==> src/common/tmpm_pkg.sv <==
// ==========================================================
// Shared constants of the pointer-addressed register bank
package tmpm_pkg;

  // ==========================================================
  // Serial engine states
  typedef enum logic [2:0] {
    TMPM_IDLE     = 3'b000,
    TMPM_ADDR     = 3'b001,
    TMPM_ADDR_ACK = 3'b010,
    TMPM_WR_BYTE  = 3'b011,
    TMPM_WR_ACK   = 3'b100,
    TMPM_RD_BYTE  = 3'b101,
    TMPM_RD_ACK   = 3'b110
  } tmpm_state_t;

  // ==========================================================
  // Bus framing constants
  localparam logic [7:0] GC_ADDR_BYTE = 8'h00;
  localparam logic [7:0] GC_RESET_CMD = 8'h06;
  localparam logic [3:0] BITS_PER_BYTE = 4'h8;
  localparam logic [3:0] LAST_TX_BIT = 4'h7;

  // ==========================================================
  // Fixed index values, result reset and empty read value
  localparam logic [7:0] INDEX_RESET = 8'h00;
  localparam logic [7:0] IDX_NEAR_HI = 8'h00;
  localparam logic [7:0] IDX_FAR_HI = 8'h01;
  localparam logic [7:0] IDX_STATUS = 8'h02;
  localparam logic [7:0] IDX_ONE_SHOT = 8'h0f;
  localparam logic [7:0] IDX_FAR_LO = 8'h10;
  localparam logic [7:0] IDX_NEAR_LO = 8'h15;
  localparam logic [7:0] IDX_MAKER = 8'hfe;
  localparam logic [7:0] RESULT_RESET = 8'h00;
  localparam logic [7:0] READ_NONE = 8'h00;

  // ==========================================================
  // Settings slots, slot 0 is the rightmost table entry
  localparam int NSLOT = 17;
  localparam int SLOT_SETUP = 0;
  localparam int SLOT_INTERVAL = 1;
  localparam int SLOT_NEAR_UP = 2;
  localparam int SLOT_NEAR_LOW = 3;
  localparam int SLOT_FAR_UP_HI = 4;
  localparam int SLOT_FAR_LOW_HI = 5;
  localparam int SLOT_SHIFT_HI = 6;
  localparam int SLOT_SHIFT_LO = 7;
  localparam int SLOT_FAR_UP_LO = 8;
  localparam int SLOT_FAR_LOW_LO = 9;
  localparam int SLOT_CHANNELS = 10;
  localparam int SLOT_FAR_SHUT = 11;
  localparam int SLOT_NEAR_SHUT = 12;
  localparam int SLOT_BACKOFF = 13;
  localparam int SLOT_FAULT_CNT = 14;
  localparam int SLOT_IDEALITY = 15;
  localparam int SLOT_FILTER = 16;

  // Read index per slot
  localparam logic [16:0][7:0] RD_IDX = {
    8'h24, 8'h23, 8'h22, 8'h21, 8'h20, 8'h19, 8'h16, 8'h14, 8'h13,
    8'h12, 8'h11, 8'h08, 8'h07, 8'h06, 8'h05, 8'h04, 8'h03};
  // Write index per slot
  localparam logic [16:0][7:0] WR_IDX = {
    8'h24, 8'h23, 8'h22, 8'h21, 8'h20, 8'h19, 8'h16, 8'h14, 8'h13,
    8'h12, 8'h11, 8'h0e, 8'h0d, 8'h0c, 8'h0b, 8'h0a, 8'h09};
  // Power-on value per slot
  localparam logic [16:0][7:0] RST_VAL = {
    8'h00, 8'h00, 8'h01, 8'h0a, 8'h7f, 8'h7f, 8'h03, 8'h00, 8'hf0,
    8'h00, 8'h00, 8'h80, 8'h7f, 8'h80, 8'h7f, 8'h08, 8'h00};
  // Writable bits per slot
  localparam logic [16:0][7:0] WR_MASK = {
    8'h03, 8'hff, 8'h0e, 8'hff, 8'hff, 8'hff, 8'h03, 8'hf0, 8'hf0,
    8'hf0, 8'hff, 8'hff, 8'hff, 8'hff, 8'hff, 8'h0f, 8'he4};
  // Bits fixed at one per slot
  localparam logic [16:0][7:0] FIX_ONE = {
    8'h00, 8'h00, 8'h01, 8'h00, 8'h00, 8'h00, 8'h00, 8'h00, 8'h00,
    8'h00, 8'h00, 8'h00, 8'h00, 8'h00, 8'h00, 8'h00, 8'h00};

  // ==========================================================
  // Field positions
  localparam int BIT_ALARM_SUPPRESS = 7;
  localparam int BIT_SHUTDOWN = 6;
  localparam int BIT_PIN_FUNC = 5;
  localparam int BIT_RANGE = 2;
  localparam int BIT_NEAR_ON = 0;
  localparam int BIT_FAR_ON = 1;

endpackage : tmpm_pkg

==> src/tmpm_register_map.sv <==
`timescale 1ns/1ps

// Contract
// - An 8-bit index register selects the register reached by bus accesses.
// - The first byte after the address of every write loads the index, except in a general call.
// - Power-up and general-call reset clear the index to zero.
// - Any write to index 0F starts one conversion; nothing readable there.
// - Index 01 reads upper eight bits of remote result, reset 00.
// - Index 15 reads local fraction in bits 7..4, low nibble zero.
// - Local upper bound reads at 05, writes at 0B, resets 7F.
// - Local lower bound reads at 06, writes at 0C, resets 80.
// - Remote upper bound low byte at 13, fraction in 7..4, reset F0.
// - Remote offset high byte read and written at 11, reset 00.
// - Local shutdown threshold read and written at 20, reset 7F.
// - Remote shutdown threshold read and written at 19, reset 7F.
// - Filter register at 24 holds two bits, upper bits zero, reset 00.
// - Setup writes at 09, reads at 03; paired registers use split indices.
// - Reading one result byte freezes the other until a read at any other index.
module tmpm_register_map #(
  parameter logic [6:0] DEVICE_ADDR = 7'h4c,
  parameter logic [7:0] MAKER_ID = 8'ha5 // Arbitrary identity value
) (
  // Clock and reset
  input wire logic ref_clk,
  input wire logic rst,
  // Two-wire pins
  input wire logic scl_in,
  input wire logic sda_in,
  output logic sda_out,
  output logic sda_drive_n,
  // Converter results and status
  input wire logic near_update,
  input wire logic [11:0] near_result,
  input wire logic far_update,
  input wire logic [11:0] far_result,
  input wire logic [7:0] event_flags,
  // Strobes to the core
  output logic one_shot_start,
  output logic status_read,
  output logic soft_reset,
  // Settings to the core
  output logic alarm_suppress,
  output logic shutdown_request,
  output logic pin_function_select,
  output logic wide_range,
  output logic [3:0] sample_interval_code,
  output logic [7:0] near_upper_bound,
  output logic [7:0] near_lower_bound,
  output logic [11:0] far_upper_bound,
  output logic [11:0] far_lower_bound,
  output logic [11:0] far_reading_shift,
  output logic near_channel_on,
  output logic far_channel_on,
  output logic [7:0] far_shutdown_threshold,
  output logic [7:0] near_shutdown_threshold,
  output logic [7:0] threshold_backoff,
  output logic [2:0] fault_count_setting,
  output logic [7:0] ideality_factor_trim,
  output logic [1:0] filter_depth
);

  // ==========================================================
  // Declarations
  tmpm_pkg::tmpm_state_t state;
  logic scl_s1, scl_s2, scl_s3;
  logic sda_s1, sda_s2, sda_s3;
  logic [3:0] bit_cnt;
  logic [7:0] rx_sh;
  logic [7:0] tx_sh;
  logic drive;
  logic first_byte;
  logic gc_mode;
  logic is_read;
  logic [7:0] index;
  logic [7:0] cfg [tmpm_pkg::NSLOT];
  logic [7:0] near_hi, near_lo, far_hi, far_lo;
  logic lock_nh, lock_nl, lock_fh, lock_fl;

  // Slot lookup: returns {hit, slot}
  function automatic logic [5:0] find_slot(input logic [7:0] idx,
                                           input logic [16:0][7:0] tbl);
    logic [5:0] res;
    res = 6'h00;
    for (int i = 0; i < tmpm_pkg::NSLOT; i++) begin
      if (tbl[i] == idx) begin
        res = {1'b1, 5'(i)};
      end
    end
    return res;
  endfunction : find_slot

  // ==========================================================
  // Pin synchronisers and bus conditions
  always_ff @(posedge ref_clk or posedge rst) begin
    if (rst) begin
      {scl_s1, scl_s2, scl_s3} <= 3'b111;
      {sda_s1, sda_s2, sda_s3} <= 3'b111;
    end else begin
      {scl_s3, scl_s2, scl_s1} <= {scl_s2, scl_s1, scl_in};
      {sda_s3, sda_s2, sda_s1} <= {sda_s2, sda_s1, sda_in};
    end
  end

  // Edge and condition decode
  wire scl_rise = scl_s2 & ~scl_s3;
  wire scl_fall = ~scl_s2 & scl_s3;
  wire start_det = scl_s2 & scl_s3 & sda_s3 & ~sda_s2;
  wire stop_det = scl_s2 & scl_s3 & ~sda_s3 & sda_s2;
  wire gc_hit = (rx_sh == tmpm_pkg::GC_ADDR_BYTE);
  wire addr_hit = (rx_sh[7:1] == DEVICE_ADDR) | gc_hit;
  wire byte_done = (state == tmpm_pkg::TMPM_WR_BYTE) & scl_fall &
                   (bit_cnt == tmpm_pkg::BITS_PER_BYTE);
  wire idx_load = byte_done & first_byte & ~gc_mode;
  wire wr_stb = byte_done & ~first_byte & ~gc_mode;
  wire gc_cmd = byte_done & first_byte & gc_mode & (rx_sh == tmpm_pkg::GC_RESET_CMD);
  wire tx_load = scl_fall & (((state == tmpm_pkg::TMPM_ADDR_ACK) & is_read) |
                             (state == tmpm_pkg::TMPM_RD_ACK));

  // Register lookup for read and write
  wire [5:0] rd_find = find_slot(index, tmpm_pkg::RD_IDX);
  wire [5:0] wr_find = find_slot(index, tmpm_pkg::WR_IDX);
  wire rd_hit = rd_find[5];
  wire [4:0] rd_slot = rd_find[4:0];
  wire wr_hit = wr_find[5];
  wire [4:0] wr_slot = wr_find[4:0];

  // Read data selection; write-only and unmapped indices read zero
  wire [7:0] rd_mux =
    rd_hit ? cfg[rd_slot] :
    (index == tmpm_pkg::IDX_NEAR_HI) ? near_hi :
    (index == tmpm_pkg::IDX_FAR_HI) ? far_hi :
    (index == tmpm_pkg::IDX_STATUS) ? event_flags :
    (index == tmpm_pkg::IDX_FAR_LO) ? far_lo :
    (index == tmpm_pkg::IDX_NEAR_LO) ? near_lo :
    (index == tmpm_pkg::IDX_MAKER) ? MAKER_ID :
    tmpm_pkg::READ_NONE;

  // Open-drain data pin, enable low while pulling low
  assign sda_out = 1'b0;
  assign sda_drive_n = ~drive;

  // ==========================================================
  // Serial engine
  always_ff @(posedge ref_clk or posedge rst) begin
    if (rst) begin
      state <= tmpm_pkg::TMPM_IDLE;
      bit_cnt <= 4'h0;
      rx_sh <= 8'h00;
      tx_sh <= 8'h00;
      drive <= 1'b0;
      first_byte <= 1'b0;
      gc_mode <= 1'b0;
      is_read <= 1'b0;
    end else if (start_det) begin
      state <= tmpm_pkg::TMPM_ADDR;
      bit_cnt <= 4'h0;
      drive <= 1'b0;
    end else if (stop_det) begin
      state <= tmpm_pkg::TMPM_IDLE;
      drive <= 1'b0;
    end else begin
      unique case (state)
        tmpm_pkg::TMPM_IDLE: begin
          drive <= 1'b0;
        end
        tmpm_pkg::TMPM_ADDR, tmpm_pkg::TMPM_WR_BYTE: begin
          if (scl_rise && bit_cnt != tmpm_pkg::BITS_PER_BYTE) begin
            rx_sh <= {rx_sh[6:0], sda_s2};
            bit_cnt <= bit_cnt + 4'h1;
          end else if (scl_fall && bit_cnt == tmpm_pkg::BITS_PER_BYTE) begin
            if (state == tmpm_pkg::TMPM_WR_BYTE) begin
              drive <= 1'b1;
              first_byte <= 1'b0;
              state <= tmpm_pkg::TMPM_WR_ACK;
            end else if (addr_hit) begin
              drive <= 1'b1;
              is_read <= rx_sh[0];
              gc_mode <= gc_hit;
              first_byte <= 1'b1;
              state <= tmpm_pkg::TMPM_ADDR_ACK;
            end else begin
              state <= tmpm_pkg::TMPM_IDLE;
            end
          end
        end
        tmpm_pkg::TMPM_WR_ACK: begin
          if (scl_fall) begin
            drive <= 1'b0;
            bit_cnt <= 4'h0;
            state <= tmpm_pkg::TMPM_WR_BYTE;
          end
        end
        tmpm_pkg::TMPM_ADDR_ACK, tmpm_pkg::TMPM_RD_ACK: begin
          if (state == tmpm_pkg::TMPM_RD_ACK && scl_rise && sda_s2) begin
            state <= tmpm_pkg::TMPM_IDLE; // Master refused more data
          end else if (tx_load) begin
            tx_sh <= rd_mux;
            drive <= ~rd_mux[7];
            bit_cnt <= 4'h0;
            state <= tmpm_pkg::TMPM_RD_BYTE;
          end else if (scl_fall) begin
            drive <= 1'b0;
            bit_cnt <= 4'h0;
            state <= tmpm_pkg::TMPM_WR_BYTE;
          end
        end
        tmpm_pkg::TMPM_RD_BYTE: begin
          if (scl_fall) begin
            if (bit_cnt == tmpm_pkg::LAST_TX_BIT) begin
              drive <= 1'b0;
              state <= tmpm_pkg::TMPM_RD_ACK;
            end else begin
              tx_sh <= {tx_sh[6:0], 1'b0};
              drive <= ~tx_sh[6];
              bit_cnt <= bit_cnt + 4'h1;
            end
          end
        end
        default: begin
          state <= tmpm_pkg::TMPM_IDLE;
        end
      endcase
    end
  end

  // ==========================================================
  // Index register and strobes
  always_ff @(posedge ref_clk or posedge rst) begin
    if (rst) begin
      index <= tmpm_pkg::INDEX_RESET;
    end else if (soft_reset) begin
      index <= tmpm_pkg::INDEX_RESET;
    end else if (idx_load) begin
      index <= rx_sh;
    end
  end

  // One-cycle strobes to the core
  always_ff @(posedge ref_clk or posedge rst) begin
    if (rst) begin
      one_shot_start <= 1'b0;
      status_read <= 1'b0;
      soft_reset <= 1'b0;
    end else begin
      one_shot_start <= wr_stb & (index == tmpm_pkg::IDX_ONE_SHOT);
      status_read <= tx_load & (index == tmpm_pkg::IDX_STATUS);
      soft_reset <= gc_cmd;
    end
  end

  // ==========================================================
  // Settings storage, masked on write
  always_ff @(posedge ref_clk or posedge rst) begin
    if (rst) begin
      for (int i = 0; i < tmpm_pkg::NSLOT; i++) begin
        cfg[i] <= tmpm_pkg::RST_VAL[i];
      end
    end else if (soft_reset) begin
      for (int i = 0; i < tmpm_pkg::NSLOT; i++) begin
        cfg[i] <= tmpm_pkg::RST_VAL[i];
      end
    end else if (wr_stb && wr_hit) begin
      cfg[wr_slot] <= (rx_sh & tmpm_pkg::WR_MASK[wr_slot]) |
                      tmpm_pkg::FIX_ONE[wr_slot];
    end
  end

  // ==========================================================
  // Result bytes with read-pair locks
  always_ff @(posedge ref_clk or posedge rst) begin
    if (rst) begin
      {near_hi, near_lo} <= {tmpm_pkg::RESULT_RESET, tmpm_pkg::RESULT_RESET};
      {far_hi, far_lo} <= {tmpm_pkg::RESULT_RESET, tmpm_pkg::RESULT_RESET};
    end else if (soft_reset) begin
      {near_hi, near_lo} <= {tmpm_pkg::RESULT_RESET, tmpm_pkg::RESULT_RESET};
      {far_hi, far_lo} <= {tmpm_pkg::RESULT_RESET, tmpm_pkg::RESULT_RESET};
    end else begin
      if (near_update && !lock_nh) near_hi <= near_result[11:4];
      if (near_update && !lock_nl) near_lo <= {near_result[3:0], 4'h0};
      if (far_update && !lock_fh) far_hi <= far_result[11:4];
      if (far_update && !lock_fl) far_lo <= {far_result[3:0], 4'h0};
    end
  end

  // Locks set by a read of one byte, cleared by a read at any other index
  always_ff @(posedge ref_clk or posedge rst) begin
    if (rst) begin
      {lock_nh, lock_nl, lock_fh, lock_fl} <= 4'h0;
    end else if (soft_reset) begin
      {lock_nh, lock_nl, lock_fh, lock_fl} <= 4'h0;
    end else if (tx_load) begin
      lock_nl <= (index == tmpm_pkg::IDX_NEAR_HI) & ~lock_nh;
      lock_nh <= (index == tmpm_pkg::IDX_NEAR_LO) & ~lock_nl;
      lock_fl <= (index == tmpm_pkg::IDX_FAR_HI) & ~lock_fh;
      lock_fh <= (index == tmpm_pkg::IDX_FAR_LO) & ~lock_fl;
    end
  end

  // ==========================================================
  // Settings fields to the core
  assign alarm_suppress = cfg[tmpm_pkg::SLOT_SETUP][tmpm_pkg::BIT_ALARM_SUPPRESS];
  assign shutdown_request = cfg[tmpm_pkg::SLOT_SETUP][tmpm_pkg::BIT_SHUTDOWN];
  assign pin_function_select = cfg[tmpm_pkg::SLOT_SETUP][tmpm_pkg::BIT_PIN_FUNC];
  assign wide_range = cfg[tmpm_pkg::SLOT_SETUP][tmpm_pkg::BIT_RANGE];
  assign sample_interval_code = cfg[tmpm_pkg::SLOT_INTERVAL][3:0];
  assign near_upper_bound = cfg[tmpm_pkg::SLOT_NEAR_UP];
  assign near_lower_bound = cfg[tmpm_pkg::SLOT_NEAR_LOW];
  assign far_upper_bound = {cfg[tmpm_pkg::SLOT_FAR_UP_HI], cfg[tmpm_pkg::SLOT_FAR_UP_LO][7:4]};
  assign far_lower_bound = {cfg[tmpm_pkg::SLOT_FAR_LOW_HI], cfg[tmpm_pkg::SLOT_FAR_LOW_LO][7:4]};
  assign far_reading_shift = {cfg[tmpm_pkg::SLOT_SHIFT_HI], cfg[tmpm_pkg::SLOT_SHIFT_LO][7:4]};
  assign near_channel_on = cfg[tmpm_pkg::SLOT_CHANNELS][tmpm_pkg::BIT_NEAR_ON];
  assign far_channel_on = cfg[tmpm_pkg::SLOT_CHANNELS][tmpm_pkg::BIT_FAR_ON];
  assign far_shutdown_threshold = cfg[tmpm_pkg::SLOT_FAR_SHUT];
  assign near_shutdown_threshold = cfg[tmpm_pkg::SLOT_NEAR_SHUT];
  assign threshold_backoff = cfg[tmpm_pkg::SLOT_BACKOFF];
  assign fault_count_setting = cfg[tmpm_pkg::SLOT_FAULT_CNT][3:1];
  assign ideality_factor_trim = cfg[tmpm_pkg::SLOT_IDEALITY];
  assign filter_depth = cfg[tmpm_pkg::SLOT_FILTER][1:0];
endmodule : tmpm_register_map

==> config.mk <==
export PLATFORM = sky130hd
export DESIGN_NAME = tmpm_register_map
export DESIGN_NICKNAME = d
export VERILOG_FILES = /design/src/common/tmpm_pkg.sv /design/src/tmpm_register_map.sv
export SDC_FILE = /design/constraint.sdc
export NUM_CORES = 1
export LEC_CHECK = 0
export BUFFER_PORTS_ARGS = -buffer_cell sky130_fd_sc_hd__buf_2
export CAP_MARGIN = 25
export CORE_AREA = 2 2 173 175
export DETAILED_ROUTE_END_ITERATION = 8
export DIE_AREA = 0 0 175 177
export HOLD_SLACK_MARGIN = 0.06
export PLACE_DENSITY = 0.59
export SYNTH_ARGS = -nofsm -noshare
export SYNTH_HDL_FRONTEND = slang
export SYNTH_SLANG_ARGS = --single-unit
==> constraint.sdc <==
create_clock -name ref_clk -period 11.8 [get_ports ref_clk]
set_input_delay 1.77 -clock ref_clk [delete_from_list [all_inputs] [get_ports ref_clk]]
set_output_delay 1.77 -clock ref_clk [all_outputs]
set_load 0.005 [all_outputs]
==> results of run 1 <==
## through the flow
stage          hold slack (ps)  worst slack (ps)  utilization, %  total power [mW]
3_3_place_gp             346.5              7791           40.24            0.9845
3_5_place_dp             347.2              7824           40.28            0.9876
5_1_grt                  357.4              7434           43.36             1.861
6_report                 353.1              7600           43.36             1.791
2_1_floorplan            345.2              4454               -            0.9067
4_1_cts                  354.6              7773           43.27             1.805
## state kept, by name, summed over array words and instances (netlist names), 7 cells and up
| register | flops |
|---|---|
| cfg | 37 |
| far_reading_shift | 12 |
| near_hi | 8 |
| threshold_backoff | 8 |
| index | 8 |
| far_hi | 8 |
| far_shutdown_threshold | 8 |
| ideality_factor_trim | 8 |
| near_shutdown_threshold | 8 |
| near_lower_bound | 8 |
| far_lower_bound | 12 |
| tx_sh | 7 |
| far_upper_bound | 12 |
| rx_sh | 8 |
| near_upper_bound | 8 |
## cell type report
type,count,area [um2],area share [%]
sequential,207,5241,41.33
multi-input combinational,808,5229,41.23
timing repair buffer,150,793.3,6.256
clock buffer,38,754.5,5.950
tap,390,488.0,3.848
clock inverter,8,118.9,0.9373
inverter,13,56.30,0.4440
## cells in the final DEF, fill, tap and decap left out, types with 9 or more instances in the layout
cell       synthesis  routed
o21ai_0           29      29
dfrtp_1          161     160
nor2b_1           30      30
nand3_1           27      27
and2_1            35      35
a211o_1           29      29
a211oi_1          28      28
inv_1             13      12
nand2b_1          14      14
nor2_1           163     163
nor4_1             9       9
a21oi_1           56      56
dfstp_2           46      46
mux2i_1          121     121
buf_2             22     141
clkbuf_16          0      25
o211ai_1          10      10
mux2_2            13      13
nor3_1            11      11
nand2_1           81      81
## kinds of logic after synthesis
| group | after synthesis |
|---|---|
| and+or+nand+nor | 431 |
| AOI/OAI and AO/OA | 235 |
| DFF | 207 |
| buffers and inverters | 183 |
| muxes | 135 |
| xor gates and xnor gates | 4 |
| adders and majority gates | 2 |
| other | 1 |
## per-layer routing
layer  up-vias  wire length [um]  GRT usage, %
met1      4458             16190         32.32
li1       4145                 -             -
met3        58              2013         3.114
met2       315             16830         37.14
met5         -                 0             0
met4         0               965         6.458
## where the power goes
part | internal [mW] | total [mW] | switching (mW)
registers | 0.743 | 0.787 | 0.0439
logic | 0.0677 | 0.191 | 0.123
clock network | 0.504 | 0.813 | 0.309
total | 1.32 | 1.79 | 0.476
## worst max-delay path, cell delays in order (launching register included)
cell and delay, ps:
dfrtp_1 1010, nor2b_1 250, nand3_1 260, o311a_4 290
o31a_2 150, buf_4 640, mux2i_1 310, o221ai_1 250
nor4_1 660, a21oi_1 150
## final timing paths
check                        endpoint  slack [ps]
min in group asynchronous     cfg[22]        1260
max reg2reg                  tx_sh[2]        7600
min reg2reg                    sda_s2         350
max                          tx_sh[2]        7600
min                            sda_s2         350
max in group asynchronous  soft_reset        9200
==> metrics, run 1 <==
drt via density 5.561; Worst-path clk slew 60 ps; fin. max-slew vios 0; Hold Crit Depth 0; share of post-route cells with drive strength above 1 approximately 23%; net count after synthesis 1,238; Final Wtd Congestion roughly 0.89; fillcell total 2,857; Unique masters post-synth 76; # hold bufs at CTS 0; io pins 142; Hold Path Class flop to flop; chip width between 150 and 200 um; fin nets 1,245; Reg2Reg Depth 9; Post-synth EDFFs 0; leakage 6.193 nW; Fin. Hold Viols 0; XOR/XNOR Fraction of Synth Area 0.3034%; DP Wirelength 25.15 mm; clk buf depth 3; Max Fclk ~240 MHz; DRT Wirelength 36.01 mm; reg2reg start index[0]; # rows 63; Critical Path RT 12,190 ps; DRT iter0 DRCs 942; HP Start sda_s1; worst setup path category flop to flop; Final Cycle Share 35.60%; largest family of logic cells by synthesized area simple AND/OR/NAND/NOR gates; number of cells after detailed placement 1,567; grt ovf 0; worst-margin pin slew 1091 ps; 1st-pass router iterations 7; Root Driver clkbuf_16; Post-Synth Simple-Gate Area 18.43%; post-synthesis compound-gate area fraction 14.27%; Mapped Cells 1,198; Final ANT Viol Nets 0; arrival time at the worst endpoint between 4000 and 5000 ps; Worst VDD drop 0.00006111 V; pin count of the biggest net entering global routing 145; Mean Syn Cell Area 9.639 um2; # Post-CTS Setup Buffers 0; top_reg_cell synth dfrtp_1; port bufs 140; synthesized cell area 11,550 um2; post-cts sizing count 0; fin area 12,680 um2; via count about 9,000; ranking of synthesized cells by instance count nor2_1 (163), dfrtp_1 (161), mux2i_1 (121), buf_4 (94), nand2_1 (81); H-tree Lvls 1; Syn. warnings 0; core area 29,240 um2; max cap viols 0; TritonCTS clock tree done; die span in y 177 um; DR WL/cell around 22 um; mux cell area share after synthesis about an eighth; most frequent cell after synthesis nor2_1; ant diodes 0; register bit count reported by yosys 207; cts bufs inserted 25; CP Launch Type flop; cell type with the largest total area after synthesis dfrtp_1; DRC viols 0; Initial Utilization roughly two fifths; die area 30,980 um2; vias in the first global route 8,772; CTS Sinks 207; Final Skew between 10 and 15 ps; largest cells by area after synthesis dfrtp_1 (35%), mux2i_1 (10%), dfstp_2 (10%); status complete, no violations; Rel. slew slack 27.05%; Seq/Total Area, Yosys 45.36%; initial antenna violation count 0; Synth async-reset ratio 100.0%; RSZ-0062 raised after global routing no; Placed Area 11,780 um2; CP Launch Point index[0]; endpoints failing setup 0; total power divided by cell area 141.3 nW/um2; clock period minus worst slack 4200 ps; largest fanout on the critical path 63; first-pass GRT wire length 54.64 mm; Crit. End Element flop; clk_lat worst skew 530 ps; Total Routing Usage GR between 20 and 25%; Post-Layout Cell Count between 1,500 and 2,000; post-synth top area share 34.89%; setup total negative slack 0 ps; adder-cell share of the synthesized area 0.2167%; Layout area overhead 9.817%
Note: power is estimated with default switching activity, not from simulation.
==> run 2: changes to the inputs <==
PLACE_DENSITY = 0.61   (was 0.59)
clock period = 3.6 ns   (was 11.8 ns; I/O delays follow)
==> run 2 against run 1 <==
Effect of this change:
- maximum frequency increased by 21%
- clock skew increased by 14 ps
- final cell count increased by 1.9%
- worst setup slack got worse by 7500 ps
- sequential power increased to 3.3 times the previous value
- via count increased by 2.2%
- die area unchanged
- routed wire length increased by 0.89%
- non-clock buffer count increased by 33
- clock power increased to 3.1 times the previous value
- design area increased by 1.8%
- first-iteration DRC count increased by 11%
- critical endpoint is now tx_sh[6]
- highest routed layer unchanged
==> metrics, run 2 (synthesized netlist as in run 1, its figures left out) <==
status complete, no violations; chip width 175 um (unchanged); via count 9,172 (+2.2%); die area 30,980 um2 (unchanged); drt via density 5.576 (+0.26%); arrival time at the worst endpoint 3860 ps (-730 ps); port bufs 140 (unchanged); final core utilization 44.15% (+0.79 points); clk buf depth 3 (unchanged); CTS Sinks 207 (unchanged); clk_lat worst skew 540 ps (about the same); # Post-CTS Setup Buffers 0 (unchanged); # hold bufs at CTS 0 (unchanged); first-pass GRT wire length 54.98 mm (+0.62%); Root Driver clkbuf_16; initial antenna violation count 0 (unchanged); Worst VDD drop 0.0002681 V (+340%); Rel. slew slack 25.41% (-1.6 points); CP Launch Point index[0]; io pins 142 (unchanged); R2R setup slack 130 ps (-7470 ps); register area 5241 um2 (unchanged); DRT iter0 DRCs 1,043 (+11%); Initial Utilization 39.49% (unchanged); family with the most delay on the worst path compound AO/OA/AOI/OAI gates; Worst R2R End tx_sh[6]; 1st-pass router iterations 8 (+1); # rows 63 (unchanged); RSZ-0062 raised after global routing no; DRC viols 0 (unchanged); commonest non-fill, non-tap cell in the layout nor2_1; DR WL/cell 22.08 um (-1.0%); fillcell total 2,881 (+0.84%); Critical Path RT 3990 ps (-8200 ps); post-cts sizing count 0 (unchanged); area occupied by multi-input gates 5223 um2 (-0.12%); DRT Wirelength 36.33 mm (+0.89%); Max Fclk 287.9 MHz (+21%); setup total negative slack 0 ps (unchanged); Worst-path clk slew 60 ps (about the same); ant diodes 0 (unchanged); fin nets 1,277 (+2.6%); worst-margin pin slew 1117 ps (+26.22 ps); clock period minus worst slack 3473 ps (-727.2 ps); total power divided by cell area 441.7 nW/um2 (+210%); cts bufs inserted 24 (-4.0%); worst setup path category flop to flop; leakage 6.333 nW (+2.3%); CP max stage cell dfrtp_1; Crit. End Element flop; DP Wirelength 26.51 mm (+5.4%); pin count of the biggest net entering global routing 77 (-47%); Final Wtd Congestion 0.9648 (+8.7%); commonest non-fill, non-tap cells in the layout nor2_1 (163), dfrtp_1 (160), buf_2 (140), mux2i_1 (121), nand2_1 (81); TritonCTS clock tree done; Final ANT Viol Nets 0 (unchanged); Biggest register cfg; Final Skew 24.59 ps (+13.85 ps); Hold Path Class primary input to async pin; fin. max-slew vios 0 (unchanged); Total Routing Usage GR 23.27% (+0.30 points); Reg2Reg Depth 8 (-1); CP Launch Type flop; Final Cycle Share 96.48% (+61 points); Layout area overhead 11.81%; max cap viols 0 (unchanged); share of post-route cells with drive strength above 1 24.86% (+1.9 points); H-tree Lvls 1 (unchanged); Fin. Hold Viols 0 (unchanged); largest stage delay on the critical path 730 ps (-280 ps); Hold WS 96.99 ps (-256.2 ps); max reg flops 37 (unchanged); worst path bufs/invs 0 (-1); die span in y 177 um (unchanged); grt ovf 0 (unchanged); core area 29,240 um2 (unchanged); endpoints failing setup 0 (unchanged); vias in the first global route 8,824 (+0.59%); largest fanout on the critical path 20 (-68%); total power 5.702 mW (+220%); crit path cell chain nor2b_1 -> nand3_1 -> o311a_4 -> o31a_2 -> mux2i_1 -> o221ai_1 -> nor4_1 -> a21oi_1; reg2reg start index[0]
-- run 2: changes by cell type in the layout (fill, tap and decap cells not counted), moves of 2 or more --
cell / change
buf_4: +29
buf_12: +6
bufinv_16: -2
clkinvlp_4: +2
-- run 2: power breakdown --
group          internal (mW)  switching [mW]  total [mW]
clock network           1.47            1.02        2.49
logic                  0.239           0.411       0.650
registers               2.44           0.130        2.57
total                   4.14            1.56        5.70
-- run 2: worst max-delay path by stage --
stage                                end  depth (start not counted)  slack, ps
after detailed placement        tx_sh[6]                          8        190
after global placement          tx_sh[6]                          8        230
final                           tx_sh[6]                          8        130
after CTS                       tx_sh[6]                          8        180
after floorplan           alarm_suppress                          1        410
after global routing            tx_sh[6]                          8         30
-- run 2: layout make-up --
cell class,count,share of cell area [%]
Sequential cell,207,40.60
Clock inverter,8,0.6396
Timing Repair Buffer,183,8.509
Clock buffer,36,5.621
Multi-Input combinational cell,808,40.45
Inverter,13,0.4070
Tap cell,390,3.779
-- run 2: stage by stage --
stage	setup slack, ps	cell area, um2	instances
3_3_place_gp	228.4	12080	1600
2_1_floorplan	411.3	11550	1198
6_report	126.8	12910	1645
5_1_grt	28.44	12910	1645
4_1_cts	179.2	12890	1644
3_5_place_dp	189.3	12080	1600
-- run 2: per-layer routing --
metal  track usage (%)  up-vias  routed length, um
li1                  -     4204                  -
met4             8.090        0               1318
met5                 0        -                  0
met2             38.24      370              17110
met3             3.265       78               2215
met1             31.57     4520              15690
-- run 2: worst register-to-register path, stage by stage (launching register included) --
cell and delay, ps:
dfrtp_1 730, nor2b_1 220, nand3_1 230, o311a_4 280, o31a_2 620, mux2i_1 380, o221ai_1 230, nor4_1 520
a21oi_1 130
==> run 3: changes to the inputs <==
PLACE_DENSITY = 0.7   (was 0.61)
==> run 3 against run 2 <==
Effect of this change:
- sequential cell count did not move
- first-iteration DRC count shrank 5.6%
- power is 3.4% higher
- clock power increased by 8%
- maximum frequency grew 2.4%
- critical path depth grew 1
==> metrics, run 3 (synthesized netlist as in run 1, its figures left out) <==
status complete, no violations; Final Skew 18.98 ps (-5.611 ps); chip width 175 um (unchanged); DP Wirelength 26.38 mm (-0.48%); DRT Wirelength 36.28 mm (-0.12%); arrival time at the worst endpoint 3840 ps (-20 ps); M2 GR Usage 37.27% (-0.97 points); largest stage delay on the critical path 760 ps (+30 ps); fin area 12,920 um2 (about the same); gr busiest metal met2; Crit. End Element flop; reg2reg start index[3]; Total Routing Usage GR 23.37% (+0.10 points); DR WL/cell 22.11 um (+0.13%); Fin. Hold Viols 0 (unchanged); share of post-route cells with drive strength above 1 24.86% (about the same); Switch Pwr 1.610 mW (+3.2%); clk_lat worst skew 540 ps (about the same); Reg2Reg Depth 9 (+1); Logic pwr share 10.7% (-0.7 points); GRT met3 Usage 3.823% (+0.56 points); H-tree Lvls 1 (unchanged); commonest non-fill, non-tap cells in the layout nor2_1 (163), dfrtp_1 (160), buf_2 (140), mux2i_1 (121), nand2_1 (81); family with the most delay on the worst path compound AO/OA/AOI/OAI gates; io pins 142 (unchanged); die span in y 177 um (unchanged); Layout area overhead 11.86% (about the same); leakage 6.346 nW (+0.20%); Final Cycle Share 94.20% (-2.3 points); Power Internal 4.286 mW (+3.5%); DRC viols 0 (unchanged); # hold bufs at CTS 0 (unchanged); # rows 63 (unchanged); post-cts sizing count 0 (unchanged); worst slack at placement 294.9 ps (+105.5 ps); clock period minus worst slack 3391 ps (-82.04 ps); worst-margin pin slew 1001 ps (-116.4 ps); Rel. slew slack 33.15% (+7.7 points); met1 usage in global routing 31.96% (+0.39 points); initial antenna violation count 0 (unchanged); core area 29,240 um2 (unchanged); final worst slack 208.8 ps (+82.04 ps); sw frac 27.30% (-0.064 points); Initial Utilization 39.49% (unchanged); drt via density 5.633 (+1.0%); grt ovf 0 (unchanged); Biggest register cfg; setup total negative slack 0 ps (unchanged); endpoints failing setup 0 (unchanged); Hold Path Class primary input to flop; CP Launch Type flop; vias in the first global route 9,096 (+3.1%); port bufs 140 (unchanged); worst path bufs/invs 1 (+1); DRT iter0 DRCs 985 (-5.6%); Max Fclk 294.9 MHz (+2.4%); Hold Crit Depth 1; ant diodes 0 (unchanged); crit path cell chain nor2_1 -> nand3_1 -> o311a_4 -> o31a_2 -> buf_12 -> mux2i_1 -> a221oi_1 -> o21ai_1 -> a31oi_1; Worst-path clk slew 60 ps (about the same); Root Driver clkbuf_16; Worst R2R End tx_sh[1]; total power divided by cell area 456.4 nW/um2 (+3.3%); Clock power frac 45.5% (+1.9 points); total power 5.896 mW (+3.4%); worst setup path category flop to flop; Final ANT Viol Nets 0 (unchanged); R2R setup slack 210 ps (+80 ps); fillcell total 2,830 (-1.8%); max reg flops 37 (unchanged); 1st-pass router iterations 6 (-2); CTS Sinks 207 (unchanged); Final Wtd Congestion 1.010 (+4.7%); RSZ-0062 raised after global routing no; clk buf depth 3 (unchanged); # Post-CTS Setup Buffers 0 (unchanged); Critical Path RT 4050 ps (+60 ps); TritonCTS clock tree done; HP Start sda_in; fin. max-slew vios 0 (unchanged); fin nets 1,273 (-0.31%); die area 30,980 um2 (unchanged); first-pass GRT wire length 55.45 mm (+0.85%); CP max stage cell dfrtp_1; Worst VDD drop 0.0003341 V (+25%); max cap viols 0 (unchanged); via count 9,243 (+0.77%); largest fanout on the critical path 31 (+55%); hold endpoint sda_s1; Placed Area 12,040 um2 (-0.35%); commonest non-fill, non-tap cell in the layout nor2_1; Sequential Power Share 43.9% (-1.1 points); cts bufs inserted 24 (unchanged); final core utilization 44.17% (about the same); pin count of the biggest net entering global routing 87 (+13%)
-- run 3: worst max path at each step --
| stage | startpoint | slack [ps] | to | depth (start not counted) |
|---|---|---|---|---|
| final | index[3] | 210 | tx_sh[1] | 9 |
| after global routing | index[3] | 10 | tx_sh[2] | 8 |
| after CTS | index[3] | 270 | tx_sh[1] | 9 |
| after detailed placement | index[3] | 290 | tx_sh[1] | 9 |
| after global placement | index[3] | 290 | tx_sh[2] | 8 |
| after floorplan | rst | 410 | alarm_suppress | 1 |
-- run 3: stage by stage --
stage,hold slack [ps],std cells
finish,109.6,1641
floorplan,345.2,1198
global route,92.20,1641
global placement,347.2,1597
detailed placement,348.2,1597
CTS,94.21,1641
-- run 3: cell type report --
class	instances	area (um2)	share of cell area, %
clock buffer	29	669.4	5.182
clock inverter	15	207.7	1.608
inverter	13	52.55	0.4068
multi-input combinational	808	5215	40.37
sequential	207	5241	40.58
tap	390	488.0	3.778
timing repair buffer	179	1044	8.078
-- run 3: power groups by stage --
stage | Clock, mW | Combinational [mW] | Sequential (mW)
6_report | 2.68 | 0.630 | 2.59
5_1_grt | 2.81 | 0.700 | 2.60
4_1_cts | 2.72 | 0.626 | 2.58
3_5_place_dp | 0 | 0.623 | 2.62
3_3_place_gp | 0 | 0.614 | 2.62
2_1_floorplan | 0 | 0.429 | 2.54
-- run 3: per-layer routing --
| metal | vias to the layer above | part of all wire, % |
|---|---|---|
| met5 | - | 0 |
| met4 | 0 | 4.3 |
| met3 | 83 | 6.7 |
| met2 | 373 | 46 |
| met1 | 4587 | 43 |
| li1 | 4200 | - |
